===== config.mk =====
export PLATFORM = sky130hd
export DESIGN_NAME = dcs_switch_decoder
export DESIGN_NICKNAME = d
export VERILOG_FILES = /design/src/rtl/dcs_pkg.sv /design/src/rtl/dcs_switch_decoder.sv
export SDC_FILE = /design/constraint.sdc
export NUM_CORES = 1
export LEC_CHECK = 0
export ABC_AREA = 1
export BUFFER_PORTS_ARGS = -buffer_cell sky130_fd_sc_hd__buf_4
export CAP_MARGIN = 20
export CORE_UTILIZATION = 55
export CTS_BUF_LIST = sky130_fd_sc_hd__clkbuf_4
export DETAILED_ROUTE_END_ITERATION = 10
export PLACE_DENSITY = 0.79
export SYNTH_ARGS = -nofsm -noshare
export SYNTH_HDL_FRONTEND = slang
export SYNTH_SLANG_ARGS = --single-unit

===== constraint.sdc =====
create_clock -name clk_sys -period 1.5 [get_ports clk_sys]
set_input_delay 0.45 -clock clk_sys [delete_from_list [all_inputs] [get_ports clk_sys]]
set_output_delay 0.45 -clock clk_sys [all_outputs]
set_load 0.01 [all_outputs]

===== src/rtl/dcs_pkg.sv =====
package dcs_pkg;
   // =====================================
   // Switch field positions
   localparam int LSW_RESV_BIT = 7;
   localparam int LSW_IRQ_HI = 6;
   localparam int LSW_IRQ_LO = 5;
   localparam int LSW_SC_HI = 4;
   localparam int LSW_SC_LO = 0;
   localparam int RSW_PROTO_BIT = 0;
   localparam int RSW_PAR_HI = 2;
   localparam int RSW_PAR_LO = 1;
   localparam int RSW_HS_HI = 4;
   localparam int RSW_HS_LO = 3;
   localparam int RSW_BAUD_HI = 7;
   localparam int RSW_BAUD_LO = 5;
   // =====================================
   // Values
   localparam logic [2:0] IRQ_LEVEL_BASE = 3'h3;
   localparam logic [4:0] SC_MIN_VALID = 5'h08;
   localparam logic [4:0] SC_FACTORY = 5'h14;
   localparam logic [1:0] IRQ_SW_FACTORY = 2'h0;
   localparam logic RESV_EXPECTED = 1'b1;
   // =====================================
   // Register map
   localparam logic [3:0] REG_CTRL = 4'h0;
   localparam logic [3:0] REG_FMT = 4'h1;
   localparam logic [3:0] REG_STAT = 4'h2;
   localparam logic [3:0] REG_SW = 4'h3;
   // REG_CTRL fields
   localparam int CTL_PROTO = 0;
   localparam int CTL_HS_LO = 1;
   localparam int CTL_HS_HI = 2;
   localparam int CTL_DUPLEX = 3;
   // REG_FMT fields
   localparam int FMT_PAR_LO = 0;
   localparam int FMT_PAR_HI = 1;
   localparam int FMT_BAUD_LO = 2;
   localparam int FMT_BAUD_HI = 4;
   localparam int FMT_BPC_LO = 5;
   localparam int FMT_BPC_HI = 6;
   localparam int FMT_STOP = 7;

   typedef enum logic [1:0] {
      HS_OFF_NONMODEM,
      HS_ON_NONMODEM,
      HS_MODEM_HALF,
      HS_MODEM_FULL
   } dcs_hs_e;
   // Bits per character codes: 5,6,7,8
   localparam logic [1:0] BPC_7 = 2'h2;
   localparam logic [1:0] BPC_8 = 2'h3;
   localparam logic [1:0] PAR_NONE = 2'h0;
   localparam logic [2:0] BAUD_SLOW_MAX = 3'h1;
endpackage : dcs_pkg


===== src/rtl/dcs_switch_decoder.sv =====
// Design decisions made here: strobed register access and the placing of the registers.
`timescale 1ns/1ns
// Behaviour
// - Switch 7 reserved, expected off (1)
// - Switches 6,5 give interrupt level 3-6
// - Five-bit select code; 8..31 valid
// - Factory select code 20 (10100)
// - Factory interrupt level 3
// - Load right cluster at every reset
// - Bit 0 picks async or data link
// - Host may override protocol, rewrites rest
// - Defaults derive format from parity, baud
// - Host sets format fields independently
// - Status returns parameters in effect
// - Async handshake off, on, modem duplex
module dcs_switch_decoder #(
   parameter logic [4:0] SC_DEFAULT = dcs_pkg::SC_FACTORY,
   parameter logic [1:0] IRQ_SW_DEFAULT = dcs_pkg::IRQ_SW_FACTORY
) (
   input wire logic clk_sys,
   input wire logic rstn,
   input wire logic ce,
   input wire logic [7:0] left_sw,
   input wire logic [7:0] right_sw,
   input wire logic [4:0] bp_sel_code,
   input wire logic bp_access,
   input wire logic irq_req,
   input wire logic [3:0] reg_addr,
   input wire logic [7:0] reg_wdata,
   input wire logic reg_wr,
   input wire logic reg_rd,
   output logic [7:0] reg_rdata,
   output logic bp_selected,
   output logic [6:3] irq_level_out,
   output logic [2:0] irq_level,
   output logic [4:0] sel_code,
   output logic sel_code_ok,
   output logic resv_ok,
   output logic data_link_protocol,
   output logic [1:0] handshake,
   output logic duplex_full,
   output logic [1:0] parity,
   output logic [2:0] baud,
   output logic [1:0] bits_per_char,
   output logic two_stop
);

   // =====================================
   // Switch synchronisers
   logic [7:0] lsw_meta_r;
   logic [7:0] lsw_r;
   logic [7:0] rsw_meta_r;
   logic [7:0] rsw_r;
   logic [4:0] bsc_meta_r;
   logic [4:0] bsc_r;
   logic bac_meta_r;
   logic bac_r;
   logic irq_meta_r;
   logic irq_r;
   logic [1:0] load_cnt_r;
   logic load_done_r;

   always_ff @(posedge clk_sys) begin
      if (!rstn) begin
         lsw_meta_r <= '0;
         lsw_r <= '0;
         rsw_meta_r <= '0;
         rsw_r <= '0;
         bsc_meta_r <= '0;
         bsc_r <= '0;
         bac_meta_r <= 1'b0;
         bac_r <= 1'b0;
         irq_meta_r <= 1'b0;
         irq_r <= 1'b0;
      end else if (ce) begin
         lsw_meta_r <= left_sw;
         lsw_r <= lsw_meta_r;
         rsw_meta_r <= right_sw;
         rsw_r <= rsw_meta_r;
         bsc_meta_r <= bp_sel_code;
         bsc_r <= bsc_meta_r;
         bac_meta_r <= bp_access;
         bac_r <= bac_meta_r;
         irq_meta_r <= irq_req;
         irq_r <= irq_meta_r;
      end
   end

   // Wait for synchroniser to fill before latching the switches
   always_ff @(posedge clk_sys) begin
      if (!rstn) begin
         load_cnt_r <= 2'h0;
         load_done_r <= 1'b0;
      end else if (ce && !load_done_r) begin
         load_cnt_r <= load_cnt_r + 2'h1;
         if (load_cnt_r == 2'h2) begin
            load_done_r <= 1'b1;
         end
      end
   end

   wire logic load_now = ce && !load_done_r && (load_cnt_r == 2'h2);

   // =====================================
   // Decode helpers
   function automatic logic [2:0] irq_decode(input logic [1:0] sw);
      irq_decode = dcs_pkg::IRQ_LEVEL_BASE + {1'b0, sw};
   endfunction : irq_decode

   // Defaults: 8 bits without parity, else 7; two stops at slow rates
   function automatic logic [1:0] bpc_from(input logic [1:0] par);
      bpc_from = (par == dcs_pkg::PAR_NONE) ? dcs_pkg::BPC_8 : dcs_pkg::BPC_7;
   endfunction : bpc_from

   // =====================================
   // Left cluster, latched once
   logic [1:0] irq_sw_r;
   logic [4:0] sc_r;
   logic resv_r;

   always_ff @(posedge clk_sys) begin
      if (!rstn) begin
         irq_sw_r <= IRQ_SW_DEFAULT;
         sc_r <= SC_DEFAULT;
         resv_r <= dcs_pkg::RESV_EXPECTED;
      end else if (load_now) begin
         irq_sw_r <= lsw_r[dcs_pkg::LSW_IRQ_HI:dcs_pkg::LSW_IRQ_LO];
         sc_r <= lsw_r[dcs_pkg::LSW_SC_HI:dcs_pkg::LSW_SC_LO];
         resv_r <= lsw_r[dcs_pkg::LSW_RESV_BIT];
      end
   end

   // =====================================
   // Operating parameters: switch defaults, then host overrides
   logic proto_r;
   logic [1:0] hs_r;
   logic dup_r;
   logic [1:0] par_r;
   logic [2:0] baud_r;
   logic [1:0] bpc_r;
   logic stop_r;
   logic [1:0] sw_par;
   logic [2:0] sw_baud;

   assign sw_par = rsw_r[dcs_pkg::RSW_PAR_HI:dcs_pkg::RSW_PAR_LO];
   assign sw_baud = rsw_r[dcs_pkg::RSW_BAUD_HI:dcs_pkg::RSW_BAUD_LO];

   always_ff @(posedge clk_sys) begin
      if (!rstn) begin
         proto_r <= 1'b0;
         hs_r <= dcs_pkg::HS_OFF_NONMODEM;
         dup_r <= 1'b0;
         par_r <= dcs_pkg::PAR_NONE;
         baud_r <= '0;
         bpc_r <= dcs_pkg::BPC_8;
         stop_r <= 1'b0;
      end else if (load_now) begin
         proto_r <= rsw_r[dcs_pkg::RSW_PROTO_BIT];
         hs_r <= rsw_r[dcs_pkg::RSW_HS_HI:dcs_pkg::RSW_HS_LO];
         dup_r <= (rsw_r[dcs_pkg::RSW_HS_HI:dcs_pkg::RSW_HS_LO] == dcs_pkg::HS_MODEM_FULL);
         par_r <= sw_par;
         baud_r <= sw_baud;
         bpc_r <= bpc_from(sw_par);
         stop_r <= (sw_baud <= dcs_pkg::BAUD_SLOW_MAX);
      end else if (ce && load_done_r && reg_wr) begin
         if (reg_addr == dcs_pkg::REG_CTRL) begin
            proto_r <= reg_wdata[dcs_pkg::CTL_PROTO];
            hs_r <= reg_wdata[dcs_pkg::CTL_HS_HI:dcs_pkg::CTL_HS_LO];
            dup_r <= reg_wdata[dcs_pkg::CTL_DUPLEX];
         end
         if (reg_addr == dcs_pkg::REG_FMT) begin
            par_r <= reg_wdata[dcs_pkg::FMT_PAR_HI:dcs_pkg::FMT_PAR_LO];
            baud_r <= reg_wdata[dcs_pkg::FMT_BAUD_HI:dcs_pkg::FMT_BAUD_LO];
            bpc_r <= reg_wdata[dcs_pkg::FMT_BPC_HI:dcs_pkg::FMT_BPC_LO];
            stop_r <= reg_wdata[dcs_pkg::FMT_STOP];
         end
      end
   end

   // =====================================
   // Register read, data one cycle after strobe
   logic [7:0] rdata_nxt;

   always_comb begin
      case (reg_addr)
         dcs_pkg::REG_CTRL: rdata_nxt = {4'h0, dup_r, hs_r, proto_r};
         dcs_pkg::REG_FMT: rdata_nxt = {stop_r, bpc_r, baud_r, par_r};
         dcs_pkg::REG_STAT: rdata_nxt = {load_done_r, resv_r, (sc_r >= dcs_pkg::SC_MIN_VALID),
                                        sc_r};
         dcs_pkg::REG_SW: rdata_nxt = rsw_r;
         default: rdata_nxt = 8'h00;
      endcase
   end

   always_ff @(posedge clk_sys) begin
      if (!rstn) begin
         reg_rdata <= 8'h00;
      end else if (ce) begin
         reg_rdata <= reg_rd ? rdata_nxt : 8'h00;
      end
   end

   // =====================================
   // Backplane select and interrupt steering
   always_ff @(posedge clk_sys) begin
      if (!rstn) begin
         bp_selected <= 1'b0;
         irq_level_out <= 4'h0;
      end else if (ce) begin
         // Invalid codes never answer, so a misset card stays off the bus
         bp_selected <= load_done_r && bac_r && (bsc_r == sc_r)
                        && (sc_r >= dcs_pkg::SC_MIN_VALID);
         irq_level_out <= (load_done_r && irq_r) ? (4'h1 << irq_sw_r) : 4'h0;
      end
   end

   // =====================================
   // Registered status outputs
   always_ff @(posedge clk_sys) begin
      if (!rstn) begin
         irq_level <= dcs_pkg::IRQ_LEVEL_BASE;
         sel_code <= '0;
         sel_code_ok <= 1'b0;
         resv_ok <= 1'b0;
         data_link_protocol <= 1'b0;
         handshake <= '0;
         duplex_full <= 1'b0;
         parity <= '0;
         baud <= '0;
         bits_per_char <= '0;
         two_stop <= 1'b0;
      end else if (ce) begin
         irq_level <= irq_decode(irq_sw_r);
         sel_code <= sc_r;
         sel_code_ok <= sc_r >= dcs_pkg::SC_MIN_VALID;
         resv_ok <= resv_r == dcs_pkg::RESV_EXPECTED;
         data_link_protocol <= proto_r;
         handshake <= hs_r;
         duplex_full <= dup_r;
         parity <= par_r;
         baud <= baud_r;
         bits_per_char <= bpc_r;
         two_stop <= stop_r;
      end
   end

endmodule : dcs_switch_decoder


==> results.tsv <==
metric	value	unit
die_h	89.1	um
ys_seq_area_share	49.9	%
placed_area	0.00488	mm^2
rows	31	
grt_util_met1	35.4	%
hp-class	input port to flop	
grt_use_total	26.0	%
holdWs	197	ps
crit_path_top_delay_cell	dfxtp_1	
crit_family	flip-flops	
drtAntennaViolNets	0	
mappedNetlistNets	597	
mostFrequentLayoutCells	nor2_1, dfxtp_1, buf_4	
coreArea	0.00729	mm^2
power_density	1030	mW/mm^2
setup.worst_path.class	flop to output port	
fin_crit	1450	ps
synthXorXnorAreaFrac	0.210	%
p_clk_share	28.3	%
syn_to_final_growth	20.6	%
grt_max_degree	58	
gr-total-overflow	0	
switchingPower	1.42	mW
sequentialPowerShare	58.3	%
cts_buffers	9	
synth-simple-area-share	22.9	%
firstDrtPassIters	5	
p_int	3.77	mW
timing.final.ws_setup	48.7	ps
synth_top_family_by_area	simple AND/OR/NAND/NOR gates	
max_freq	0.689	GHz
antenna_found_initial	0	
final_util	69.0	%
die_x	89.1	um
design_area	0.00503	mm^2
pre_cts_ws	-34.1	ps
htreeDepth	3	
combinationalPowerShare	13.4	%
fillCellCount	667	
num_vias	3850	
final_common_cell	nor2_1	
postSynthAreaPerCell	7.57	um^2
clkSinkCount	104	
grt_setup_unrepaired	no	
cp_data_required_time	1050	ps
grt_use_met3	3.88	%
grt_pass1_wl	15.7	mm
cp.arrival	1000	ps
synth_cell_types	29	
worstMarginPinSlew	295	ps
drive_above_1_share	19.8	%
p_total	5.19	mW
maxCapViolations	0	
initial_core_util	57.2	%
boundaryPins	75	
synth-seq-cells	104	
drv_slew	0	
cts_tree	done	
critPathBufInv	1	
finalCritPeriodShare	96.8	%
cts.reportedPaths.clkPinSlew	160	ps
routed_wl	10.0	mm
crit_fanout	2	
peakVddDrop	0.000742	V
die-area	0.00794	mm^2
r2r_setup_slack	100	ps
routabilityCongestion	0.880	
slew_headroom	80.3	%
critPathLaunchType	flop	
hpwl	6.98	mm
drc	0	
drtIter0Drc	264	
grt_busiest_layer	met2	
num_antenna_cells	0	
synth_compound_area_share	18.1	%
clk_latency	450	ps
netlist_area	0.00417	mm^2
yosysWarnings	0	
netlist_instances	551	
port_buffers	74	
switching_share	27.4	%
crit_chain	buf_4	
grt_util_met2	41.8	%
finalSetupTns	0	ps
slowest_delay	410	ps
wl_per_cell	13.9	um
p_leak	2.25	nW
status	complete, no violations	
skew	18.4	ps
dp.cells	708	
clockBufferDepth	2	
cp-end-kind	output port	
cts_root_buffer	clkbuf_4	
muxShareOfSynthArea	0	%
hold_viol	0	
synth_fa_ha_area_share	1.80	%
setup_viol	0	
viasPerCell	5.32	
fin_cells	724	
nNetsFinal	666	
first_global_vias	3359	
hold_buffers	0	
[layout make-up]
cell class	count	area, um^2	area share, %
Clock buffer	10	75.1	1.49
Sequential cell	104	2080	41.4
Multi-Input combinational cell	380	1800	35.8
Timing Repair Buffer	94	759	15.1
Clock inverter	6	67.6	1.34
Inverter	31	124	2.46
Tap cell	99	124	2.46
[what timing repair did]
action,4_1_cts,5_1_grt
pin swaps,0,1
buffers inserted,0,0
resized for setup,1,4
gates cloned,0,0
endpoints found under the setup margin,4,14
[power by group through the flow]
| stage | Sequential [mW] | Clock (mW) | Combinational (mW) |
|---|---|---|---|
| 6_report | 3.03 | 1.47 | 0.694 |
| 5_1_grt | 3.05 | 1.59 | 0.778 |
| 4_1_cts | 3.03 | 1.49 | 0.691 |
| 3_5_place_dp | 3.08 | 0 | 0.686 |
| 3_3_place_gp | 3.08 | 0 | 0.668 |
| 2_1_floorplan | 3.07 | 0 | 0.396 |
[synth_stat cells, drive strengths merged]
| library cell | count | share of area [%] |
|---|---|---|
| o211ai | 8 | 1.4 |
| nand2 | 69 | 6.4 |
| dfxtp | 104 | 50 |
| a21oi | 43 | 5.2 |
| inv | 31 | 2.8 |
| and3 | 1 | 0.15 |
| clkbuf | 17 | 1.5 |
| o21ai | 91 | 11 |
| o21a | 1 | 0.18 |
| ha | 6 | 1.8 |
| nor3 | 1 | 0.12 |
| buf | 19 | 2.7 |
| nand3 | 41 | 4.9 |
| nor2 | 118 | 11 |
| xnor2 | 1 | 0.21 |
[registers in the layout, indices dropped and copies added, names as in the netlist, 8 cells and up]
name and flops:
lsw_meta_r 8, rsw_meta_r 8, rsw_r 8, reg_rdata 8, lsw_r 8
[kinds of logic after synthesis]
family,after synthesis
AOI/OAI and AO/OA,143
xor gates and xnor gates,1
adders and majority gates,6
buffers and inverters,67
DFF,104
and+or+nand+nor,230
[metal layers]
metal	share of wire, %	vias to the layer above
li1	-	1951
met1	47	1754
met2	46	131
met4	1.6	0
met5	0	-
met3	5.2	14
[path summary, 6_finish.rpt]
kind / startpoint / cells after the start / to
min reg2reg: sel_code[3] / 2 / sel_code[3]
max reg2reg: load_cnt_r[0] / 9 / bpc_r[0]
max: reg_rdata[6] / 1 / reg_rdata[6]
min: irq_req / 3 / irq_meta_r
Power figures use the tool's default switching activity.
